File: src/rtl/crm_defines.vh
// Purpose: Constants for the configuration message interpreter.
// Assumes: Tokens are 8 bits wide with a control flag beside them.
// Notes: Included by every design file of the block.
`ifndef CRM_DEFINES_VH
`define CRM_DEFINES_VH
`define CRM_TOK_WRITE 8'hC0
`define CRM_TOK_READ 8'hC1
`define CRM_TOK_END 8'h01
`define CRM_TOK_ACK 8'h03
`define CRM_TOK_NACK 8'h04
`define CRM_NOREPLY_LOW 8'hFF
`define CRM_PS_RES_LOW 8'h0B
`define CRM_PS_SHIFT 8
`define CRM_DBG_LO 16'h0010
`define CRM_DBG_HI 16'h00FF
`endif

File: src/rtl/crm_tx.v
// Purpose: Serialises a reply message into tokens, one per accepted cycle.
// Assumes: The caller loads a reply only while tx_idle is high.
// Notes: Data bytes leave most significant byte first.
`timescale 1ns/1ps
`default_nettype none
`include "crm_defines.vh"
module crm_tx (
    input wire clk,
    input wire sys_rst,
    input wire load,
    input wire ok,
    input wire with_data,
    input wire [31:0] data,
    input wire [23:0] dest,
    input wire out_ready,
    output reg out_valid,
    output reg out_ctrl,
    output reg [7:0] out_token,
    output reg [23:0] out_dest,
    output wire tx_idle
);
    reg [2:0] left;
    reg [31:0] shreg;
    reg data_phase;
    assign tx_idle = (left == 3'd0) && !out_valid;
    always @(posedge clk) begin
        if (sys_rst) begin
            left <= 3'd0;
            shreg <= 32'h0000_0000;
            data_phase <= 1'b0;
            out_valid <= 1'b0;
            out_ctrl <= 1'b0;
            out_token <= 8'h00;
            out_dest <= 24'h00_0000;
        end else if (load) begin
            out_valid <= 1'b1;
            out_ctrl <= 1'b1;
            out_token <= ok ? `CRM_TOK_ACK : `CRM_TOK_NACK;
            out_dest <= dest;
            shreg <= data;
            data_phase <= ok && with_data;
            left <= (ok && with_data) ? 3'd5 : 3'd1;
        end else if (out_valid && out_ready) begin
            if (left == 3'd0) begin
                out_valid <= 1'b0;
            end else if (data_phase && left > 3'd1) begin
                out_ctrl <= 1'b0;
                out_token <= shreg[31:24];
                shreg <= {shreg[23:0], 8'h00};
                left <= left - 3'd1;
            end else begin
                out_ctrl <= 1'b1;
                out_token <= `CRM_TOK_END;
                left <= 3'd0;
            end
        end
    end
endmodule
`default_nettype wire

File: src/rtl/crm_interp.v
// Purpose: Decodes configuration access messages and answers them.
// Assumes: Tokens come from the local interconnect on the same clock.
// Notes: Register storage lives outside; this block drives its port.
// Notes on behaviour
// RULE1: Each request carries a 24-bit reply channel-end address.
// RULE2: Write with reply address low byte all ones gets no reply.
// RULE3: Multi-byte fields travel most significant byte first.
// RULE4: Status resource id is register number shifted left 8, OR 0x0B; the code keeps only the low byte of the 16-bit number.
// RULE5: Status read and write move one full 32-bit word.
// RULE6: Tile bank is reached at tile id followed by c20c.
// RULE7: Node bank is reached at node id followed by c30c.
// RULE8: Write is token 192, address, 16-bit number, 32-bit data, token 1.
// RULE9: Write reply is tokens 3,1 on success or 4,1 on failure.
// RULE10: Read is token 193, address, 16-bit number, token 1.
// RULE11: Read reply is 3, data word, 1; or 4, 1 on failure.
// RULE12: Debug-only registers accept access only in debug mode.
// RULE13: Reply goes to the channel-end named in the request.
`timescale 1ns/1ps
`default_nettype none
`include "crm_defines.vh"
module crm_interp (
    input wire clk,
    input wire sys_rst,
    input wire in_valid,
    input wire in_ctrl,
    input wire [7:0] in_token,
    output wire in_ready,
    input wire debug_mode,
    output reg reg_wr,
    output reg reg_rd,
    output reg [15:0] reg_num,
    output reg [31:0] reg_wdata,
    output reg [15:0] ps_res_id,
    input wire [31:0] reg_rdata,
    input wire reg_err,
    output wire out_valid,
    output wire out_ctrl,
    output wire [7:0] out_token,
    output wire [23:0] out_dest,
    input wire out_ready
);
    localparam ST_CMD = 3'd0;
    localparam ST_ADDR = 3'd1;
    localparam ST_NUM = 3'd2;
    localparam ST_DATA = 3'd3;
    localparam ST_END = 3'd4;
    localparam ST_EXEC = 3'd5;
    localparam ST_REPLY = 3'd6;
    localparam ST_DROP = 3'd7;
    reg [2:0] state;
    reg [2:0] cnt;
    reg is_write;
    reg bad;
    reg [23:0] reply_addr;
    reg [31:0] rdata;
    reg ok;
    reg tx_load;
    reg acc_wr;
    reg acc_rd;
    wire tx_idle;
    wire dbg_reg;
    wire tok_write;
    wire tok_read;
    wire tok_end;
    wire no_reply;
    wire access_ok;
    // Input stalls while a request executes and its reply is queued.
    assign in_ready = (state != ST_EXEC) && (state != ST_REPLY);
    // Numbers in this range are debug-only in this design.
    assign dbg_reg = (reg_num >= `CRM_DBG_LO) && (reg_num <= `CRM_DBG_HI);
    assign tok_write = in_valid && in_ctrl && in_token == `CRM_TOK_WRITE;
    assign tok_read = in_valid && in_ctrl && in_token == `CRM_TOK_READ;
    assign tok_end = in_valid && in_ctrl && in_token == `CRM_TOK_END;
    // Only writes may ask for silence; a read always answers.
    assign no_reply = is_write && reply_addr[7:0] == `CRM_NOREPLY_LOW;
    assign access_ok = !(dbg_reg && !debug_mode);
    always @(posedge clk) begin
        if (sys_rst) begin
            state <= ST_CMD;
            cnt <= 3'd0;
            is_write <= 1'b0;
            bad <= 1'b0;
            reply_addr <= 24'h00_0000;
            reg_num <= 16'h0000;
            reg_wdata <= 32'h0000_0000;
            ps_res_id <= 16'h0000;
            reg_wr <= 1'b0;
            reg_rd <= 1'b0;
            rdata <= 32'h0000_0000;
            ok <= 1'b0;
            tx_load <= 1'b0;
            acc_wr <= 1'b0;
            acc_rd <= 1'b0;
        end else begin
            acc_wr <= reg_wr;
            acc_rd <= reg_rd;
            reg_wr <= 1'b0;
            reg_rd <= 1'b0;
            tx_load <= 1'b0;
            case (state)
            ST_CMD: begin
                if (tok_write) begin
                    is_write <= 1'b1; // RULE8
                    bad <= 1'b0;
                    cnt <= 3'd0;
                    state <= ST_ADDR;
                end else if (tok_read) begin
                    is_write <= 1'b0; // RULE10
                    bad <= 1'b0;
                    cnt <= 3'd0;
                    state <= ST_ADDR;
                end
            end
            ST_ADDR: begin
                if (in_valid) begin
                    reply_addr <= {reply_addr[15:0], in_token}; // RULE3
                    bad <= bad | in_ctrl;
                    cnt <= cnt + 3'd1;
                    if (cnt == 3'd2) begin
                        cnt <= 3'd0;
                        state <= ST_NUM;
                    end
                end
            end
            ST_NUM: begin
                if (in_valid) begin
                    reg_num <= {reg_num[7:0], in_token}; // RULE3
                    bad <= bad | in_ctrl;
                    cnt <= cnt + 3'd1;
                    if (cnt == 3'd1) begin
                        cnt <= 3'd0;
                        state <= is_write ? ST_DATA : ST_END;
                    end
                end
            end
            ST_DATA: begin
                if (in_valid) begin
                    reg_wdata <= {reg_wdata[23:0], in_token}; // RULE3
                    bad <= bad | in_ctrl;
                    cnt <= cnt + 3'd1;
                    if (cnt == 3'd3) begin
                        cnt <= 3'd0;
                        state <= ST_END;
                    end
                end
            end
            ST_END: begin
                if (in_valid) begin
                    ps_res_id <= {reg_num[7:0], `CRM_PS_RES_LOW}; // RULE4
                    if (tok_end && !bad) begin
                        state <= ST_EXEC;
                    end else begin
                        // A control token inside a field earns a 4,1 reply, unless a write asks for no reply.
                        ok <= 1'b0;
                        if (tok_end) begin
                            state <= ST_REPLY;
                        end else begin
                            state <= ST_DROP;
                        end
                    end
                end
            end
            ST_EXEC: begin
                if (!access_ok) begin
                    // A refused access leaves every register untouched.
                    ok <= 1'b0; // RULE12
                end else begin
                    reg_wr <= is_write; // RULE5
                    reg_rd <= !is_write; // RULE5
                    ok <= 1'b1;
                end
                state <= ST_REPLY;
            end
            ST_REPLY: begin
                if (reg_rd || reg_wr) begin
                    // The bank answers in the cycle after the pulse.
                    state <= ST_REPLY;
                end else if (acc_rd) begin
                    rdata <= reg_rdata; // RULE11
                    ok <= ok & !reg_err;
                end else if (acc_wr) begin
                    ok <= ok & !reg_err; // RULE9
                end else if (tx_idle) begin
                    // The reply waits until the previous one has left.
                    if (no_reply) begin
                        state <= ST_CMD; // RULE2
                    end else begin
                        tx_load <= 1'b1;
                        state <= ST_CMD;
                    end
                end
            end
            ST_DROP: begin
                if (tok_end) begin
                    state <= ST_REPLY;
                end
            end
            default: begin
                state <= ST_CMD;
            end
            endcase
        end
    end
    crm_tx u_tx (
        .clk(clk),
        .sys_rst(sys_rst),
        .load(tx_load),
        .ok(ok),
        .with_data(!is_write),
        .data(rdata),
        .dest(reply_addr), // RULE13
        .out_ready(out_ready),
        .out_valid(out_valid),
        .out_ctrl(out_ctrl),
        .out_token(out_token),
        .out_dest(out_dest),
        .tx_idle(tx_idle)
    );
endmodule
`default_nettype wire

File: config.mk
export PLATFORM = sky130hd
export DESIGN_NAME = crm_interp
export DESIGN_NICKNAME = d
export VERILOG_FILES = /design/src/rtl/crm_tx.v /design/src/rtl/crm_interp.v
export VERILOG_INCLUDE_DIRS = /design/src /design/src/rtl
export SDC_FILE = /design/constraint.sdc
export NUM_CORES = 1
export LEC_CHECK = 0
export BUFFER_PORTS_ARGS = -buffer_cell sky130_fd_sc_hd__clkbuf_2
export CORE_AREA = 2 2 162 164
export CTS_BUF_LIST = sky130_fd_sc_hd__clkbuf_16
export DETAILED_ROUTE_END_ITERATION = 6
export DIE_AREA = 0 0 164 166
export PLACE_DENSITY = 0.48
export SYNTH_ARGS = -nofsm -noshare
export SYNTH_HDL_FRONTEND = slang
export SYNTH_SLANG_ARGS = --single-unit
File: constraint.sdc
create_clock -name clk -period 6.3 [get_ports clk]
set_clock_uncertainty 0.05 [all_clocks]
set_input_delay 0.945 -clock clk [delete_from_list [all_inputs] [get_ports clk]]
set_output_delay 0.945 -clock clk [all_outputs]
set_load 0.02 [all_outputs]
==> metrics.md, run 1 <==
| Metric | Value |
|---|---|
| Number of antenna repair diodes | `0` |
| Hold_buf cts | `0` |
| Final ANT Viol Nets | `0` |
| Nets | `1,091` |
| IO Port Bufs | `142` |
| Peak supply drop | `0.121 mV` |
| Distinct cell type count of the synthesized netlist | `51` |
| Die Span Y | `166 um` |
| Final Core Density | `35.3%` |
| RR Startpoint | `state[1]$_SDFFE_PP0P_` |
| Initial core utilization | `29.4%` |
| Vias/cell | `4.70` |
| Crit. Startpoint | `state[0]$_SDFFE_PP0P_` |
| Clock sink count | `197` |
| Slew @ Worst Pin | `1240 ps` |
| M1 WL | `9860 um` |
| Seq/Total Area, Yosys | `52.3%` |
| Avg Cell Area, Syn | `8.06 um2` |
| Core area | `25,600 um2` |
| Status | `completed` |
| Register area | `3950 um2` |
| Hold Crit Class | `reg2reg` |
| CTS tree | `done` |
| Clock slew at reported path FFs | `70 ps` |
| Drt first pass iters | `5` |
| Post-synth EDFFs | `0` |
| Multi-input logic area | `3300 um2` |
| Pleak | `3.28 nW` |
| Fin crit share | `42.7%` |
| Period minus WS final | `2690 ps` |
| First-pass GRT wire length | `33,200 um` |
| Met3 wire length | `1080 um` |
| Leading cell type in the layout, fill and taps excluded | `nand2_1` |
| Final setup viols | `0` |
| Routed WL | `20,800 um` |
| All-Layer GR Usage | `15.3%` |
| Synth Register Bits | `197` |
| Max Root-Sink Buffers | `2` |
| Die W | `164 um` |
| Site Rows | `59` |
| Maxcap violations | `0` |
| RSZ-0062 raised after global routing | `no` |
| Critical path class | `reg2out` |
| Async SR Flop Fraction | `0%` |
| Pins over their slew limit | `0` |
| # fillers | `2,739` |
| Commonest cells after routing, fill and taps aside | `nand2_1 (302), dfxtp_1 (196), clkbuf_2 (141)` |
| DR WL/cell | `15.0 um` |
| CP Data Required Time | `5300 ps` |
| Post-detail-place hpwl | `13,800 um` |
| Die ar. | `27,200 um2` |
| Top layer used by detailed routing | `met4` |
| CP startpoint kind | `register` |
| Yosys warns | `0` |
| Top cells by area, synth | `dfxtp_1 (52%), nand2_1 (15%), a21oi_1 (8.7%), nor2_1 (3.9%), mux2i_1 (3.6%)` |
| Share of cells above drive strength 1 | `17.8%` |
| H-Tree Depth | `4` |
| Largest net degree at the start of global routing | `115` |
| Resized Gates After CTS | `0` |
| IO Count | `148` |
| Via count | `6,498` |
| Setup tns final | `0 ps` |
| Setup Fix Bufs, Post-CTS | `0` |
| PwrDens | `282 nW/um2` |
| Met2 wire len | `9600 um` |
| Initial DRC count | `406` |
| Ys flop type | `dfxtp_1` |
| Synth Cell Area | `7530 um2` |
| Area delta synth->final | `19.9%` |
| Initial antenna violation count | `0` |
| Cells after Synth | `935` |
| Synth top area share | `52.3%` |
| Endpoint class of the critical path | `output pin` |
| Slew HR | `17.2%` |
| Worst-Skew Late Latency | `440 ps` |
| Hold path start | `rdata[4]$_SDFFE_PP0P_` |
| RePlAce Congestion | `0.768` |
| Drc violations | `0` |
| GR Overflow Total | `0` |
| CP arrival | `1700 ps` |
| Hold Violations, Final | `0` |
| Clk root buf | `clkbuf_16` |
| TritonCTS Buffers | `17` |
| Fmax | `372 MHz` |
| Yosys top cell by area | `dfxtp_1` |
| Vias in the first global route | `6,071` |
| Critical path peak fanout | `18` |
## critical path, stage by stage (launching register included)
cell      delay (ps)
dfxtp_1          730
xor2_1           260
nand2_1           70
clkbuf_2         200
## power by group
part           leakage (nW)  switching [mW]  internal [mW]  total, mW
Clock                 0.277           0.530          0.526       1.06
Sequential             1.59          0.0400           1.27       1.31
Combinational          1.41           0.121         0.0617      0.182
## synth_stat cells (2+ instances only)
cell type,instances
nand3_1,12
o2111ai_1,3
nor4_1,5
nor2b_1,6
a21oi_1,131
mux2i_1,27
and3_1,3
buf_1,4
nor3_1,4
and2_1,2
buf_4,7
inv_1,11
nand4_1,2
buf_2,2
nor2_1,78
a22oi_1,5
a221o_1,2
a211oi_1,3
clkbuf_1,57
ha_1,8
dfxtp_1,197
a311oi_1,25
o21ai_0,12
nand2_1,302
## routing by layer
layer,vias to the layer above,track usage [%]
met4,0,4.58
met2,141,23.7
met5,-,0
met1,3027,20.9
li1,3316,-
met3,14,3.75
## final timing paths
| path | endpoint | slack [ps] | cells past startpoint |
|---|---|---|---|
| min | rdata[4]$_SDFFE_PP0P_ | 410 | 2 |
| max | in_ready | 3610 | 3 |
| min reg2reg | rdata[4]$_SDFFE_PP0P_ | 410 | 2 |
| max reg2reg | rdata[9]$_SDFFE_PP0P_ | 3720 | 5 |
## stage by stage
stage	setup WS (ps)	std cells	total power [mW]	area [um2]	hold slack (ps)
finish	3610	1384	2.55	9030	406
global placement	3540	1352	1.52	8470	394
floorplan	3960	939	1.46	7550	386
CTS	3570	1384	2.59	9030	407
detailed placement	3530	1352	1.52	8470	397
global route	3420	1384	2.66	9030	425
## registers in the layout, indices dropped and copies added (netlist names), 8 cells and up
name and count:
u_tx.shreg 32, reply_addr 24, reg_num 16, reg_wdata 32, u_tx.out_token 8, rdata 32, ps_res_id 9, u_tx.out_dest 24
## cell families after synthesis
kind of cell / Yosys count / share of synthesized area, %
AOI/OAI and AO/OA: 195 / 15.4
xor gates and xnor gates: 2 / 0.233
adders and majority gates: 8 / 1.33
buffers and inverters: 82 / 4.47
DFF: 197 / 52.3
muxes: 28 / 3.74
other: 1 / 0.0498
and+or+nand+nor: 422 / 22.4
## area by class of cell
class	instances	area share [%]
Sequential cell	197	43.7
Multi-Input combinational cell	660	36.5
Timing Repair Buffer	148	8.43
Clock buffer	17	4.71
Tap cell	335	4.64
Clock inverter	15	1.56
Inverter	12	0.499
No activity file was read; power rests on OpenSTA's default activity.
==> inputs of run 2 (changes only) <==
--- a/config.mk
+++ b/config.mk
@@ -11,7 +11,7 @@
 export CTS_BUF_LIST = sky130_fd_sc_hd__clkbuf_16
 export DETAILED_ROUTE_END_ITERATION = 6
 export DIE_AREA = 0 0 164 166
-export PLACE_DENSITY = 0.48
+export PLACE_DENSITY = 0.5
 export SYNTH_ARGS = -nofsm -noshare
 export SYNTH_HDL_FRONTEND = slang
 export SYNTH_SLANG_ARGS = --single-unit
==> constraint.sdc (replaced) <==
create_clock -name clk -period 2.19 [get_ports clk]
set_clock_uncertainty 0.05 [all_clocks]
set_input_delay 0.3285 -clock clk [delete_from_list [all_inputs] [get_ports clk]]
set_output_delay 0.3285 -clock clk [all_outputs]
set_load 0.02 [all_outputs]
==> run 2 against run 1 <==
Core utilization is 1.1 points higher; clock power grew to 3.0 times the previous value; sequential power grew to 2.8 times the previous value; first-iteration DRC count is 15% lower; combinational power grew to 3.4 times the previous value; highest routed layer unchanged; non-clock buffer count is 21 higher; wire length is 0.29% higher; worst setup slack worse by 3500 ps; final cell count is 1.5% higher.
==> metrics.md, run 2 (synthesis gave the netlist of run 1 again) <==
| Metric | Value |
|---|---|
| Die W | `164 um (unchanged)` |
| Endpoint class of the critical path | `register` |
| Final setup viols | `0 (unchanged)` |
| IO Count | `148 (unchanged)` |
| Non-filler cells, final | `1,405 (+1.5%)` |
| # fillers | `2,740 (+0.037%)` |
| Reg2reg path depth | `7 (+2)` |
| Maxcap violations | `0 (unchanged)` |
| Slew HR | `58.2% (+41 points)` |
| Worst-Skew Late Latency | `440 ps (about the same)` |
| Placed cell area | `8710 um2 (+2.8%)` |
| Final Core Density | `36.4% (+1.1 points)` |
| Site Rows | `59 (unchanged)` |
| Nets | `1,112 (+1.9%)` |
| Leading cell type in the layout, fill and taps excluded | `nand2_1` |
| Setup WS post-layout | `144 ps (-3470 ps)` |
| Core area | `25,600 um2 (unchanged)` |
| Worst Hold Endpoint | `rdata[29]$_SDFFE_PP0P_` |
| Hold Crit Depth | `3 (+1)` |
| Vias/cell | `4.67 (-0.43%)` |
| H-Tree Depth | `4 (unchanged)` |
| CP startpoint kind | `register` |
| CP Data Required Time | `2480 ps (-2820 ps)` |
| RePlAce Congestion | `0.753 (-1.9%)` |
| Clock slew at reported path FFs | `80 ps (about the same)` |
| CTS tree | `done` |
| Via count | `6,568 (+1.1%)` |
| Worst reg2reg endpoint | `state[2]$_SDFFE_PP0P_` |
| Hold_buf cts | `0 (unchanged)` |
| Final ANT Viol Nets | `0 (unchanged)` |
| Initial antenna violation count | `0 (unchanged)` |
| RSZ-0062 raised after global routing | `no` |
| Fin crit share | `93.4%` |
| Final Instance Area | `9320 um2 (+3.2%)` |
| Routed WL | `20,800 um (+0.29%)` |
| Initial core utilization | `29.4% (unchanged)` |
| Largest net degree at the start of global routing | `74 (-36%)` |
| Slew @ Worst Pin | `627 ps (-613 ps)` |
| Top Registers | `rdata x32, reg_wdata x32, u_tx.shreg x32` |
| Drc violations | `0 (unchanged)` |
| Hold path start | `reg_rdata[29]` |
| Dpl cells | `1,372 (+1.5%)` |
| Commonest cells after routing, fill and taps aside | `nand2_1 (302), dfxtp_1 (195), clkbuf_2 (141)` |
| Die ar. | `27,200 um2 (unchanged)` |
| Critical path class | `reg2reg` |
| First-pass GRT wire length | `33,500 um (+0.87%)` |
| Hold Violations, Final | `0 (unchanged)` |
| R2r setup slk | `140 ps (-3580 ps)` |
| Post-place setup slack | `-30.2 ps (-3560 ps)` |
| IO Port Bufs | `142 (unchanged)` |
| Vias in the first global route | `6,153 (+1.4%)` |
| Status | `completed` |
| TritonCTS Buffers | `17 (unchanged)` |
| Clk root buf | `clkbuf_16` |
| Die Span Y | `166 um (unchanged)` |
| PwrDens | `803 nW/um2 (+180%)` |
| CP arrival | `2340 ps (+640 ps)` |
| Pins over their slew limit | `0 (unchanged)` |
| Share of cells above drive strength 1 | `19.9% (+2.1 points)` |
| GR Overflow Total | `0 (unchanged)` |
| Post-detail-place hpwl | `14,100 um (+2.4%)` |
| Clock sink count | `197 (unchanged)` |
| Initial DRC count | `347 (-15%)` |
| Max Root-Sink Buffers | `2 (unchanged)` |
| Area delta synth->final | `23.7%` |
| Critical path peak fanout | `4 (-14)` |
| DR WL/cell | `14.8 um (-1.2%)` |
| Pleak | `3.42 nW (+4.5%)` |
| RR Startpoint | `u_tx.left[0]$_SDFFE_PP0P_` |
| Number of antenna repair diodes | `0 (unchanged)` |
| Fmax | `489 MHz` |
| Peak supply drop | `0.379 mV (+210%)` |
| Hold Crit Class | `in2reg` |
| Drt first pass iters | `5 (unchanged)` |
| All-Layer GR Usage | `15.3% (+0.082 points)` |
| Period minus WS final | `2050 ps` |
==> run 2: cell count changes in the layout (fill, tap and decap cells not counted), sizes merged <==
| cell | previous run | this run |
|---|---|---|
| buf | 7 | 28 |
| bufinv | 0 | 1 |
| clkinv | 4 | 5 |
| inv | 21 | 19 |
==> run 2: how the worst max path moves through the flow <==
stage / from / endpoint / slack [ps]
global route: u_tx.left[0]$_SDFFE_PP0P_ / state[2]$_SDFFE_PP0P_ / 20
detailed placement: u_tx.left[1]$_SDFFE_PP0P_ / state[2]$_SDFFE_PP0P_ / -30
CTS: u_tx.left[1]$_SDFFE_PP0P_ / state[0]$_SDFFE_PP0P_ / 20
floorplan: u_tx.left[0]$_SDFFE_PP0P_ / state[2]$_SDFFE_PP0P_ / 180
global placement: u_tx.left[1]$_SDFFE_PP0P_ / state[2]$_SDFFE_PP0P_ / 50
finish: u_tx.left[0]$_SDFFE_PP0P_ / state[2]$_SDFFE_PP0P_ / 140
==> run 2: final cells by class <==
class	instances	area (um2)	share of cell area (%)
Clock inverter	15	164	1.76
Tap cell	335	419	4.50
Sequential cell	197	3950	42.3
Multi-Input combinational cell	660	3300	35.4
Inverter	12	45.0	0.483
Clock buffer	17	425	4.56
Timing Repair Buffer	169	1020	10.9
==> run 2: where the power goes <==
| part | switching (mW) | total (mW) | internal (mW) |
|---|---|---|---|
| clock network | 1.52 | 3.14 | 1.62 |
| logic | 0.400 | 0.622 | 0.222 |
| registers | 0.0761 | 3.72 | 3.65 |
==> run 2: what timing repair did <==
action / CTS / global route
gates cloned: 0 / 0
pin swaps: 1 / 3
gates resized for setup: 0 / 5
setup endpoints to repair: 1 / 4
buffers inserted: 1 / 0
==> run 2: worst max-delay path, stage by stage, from the launching register on <==
cell and delay (ps):
dfxtp_1 320, inv_1 110, ha_4 160, nand2b_4 60
or4_4 430, a222oi_1 390, o2111ai_1 170, a221oi_1 270
==> run 2: per-layer routing <==
metal | wire (um) | up-vias | GRT usage (%)
li1 | - | 3359 | -
met1 | 9830 | 3044 | 20.7
met2 | 9700 | 149 | 24.3
met3 | 1070 | 16 | 3.82
met4 | 246 | 0 | 4.16
met5 | 0 | - | 0
==> run 2: per-stage QoR <==
step           hold WS, ps  power, mW  TNS [ps]
2_1_floorplan          386       4.19         0
4_1_cts               38.9       7.60         0
3_3_place_gp           395       4.43         0
6_report              58.4       7.49         0
3_5_place_dp           397       4.43     -30.2
5_1_grt               44.7       7.82         0
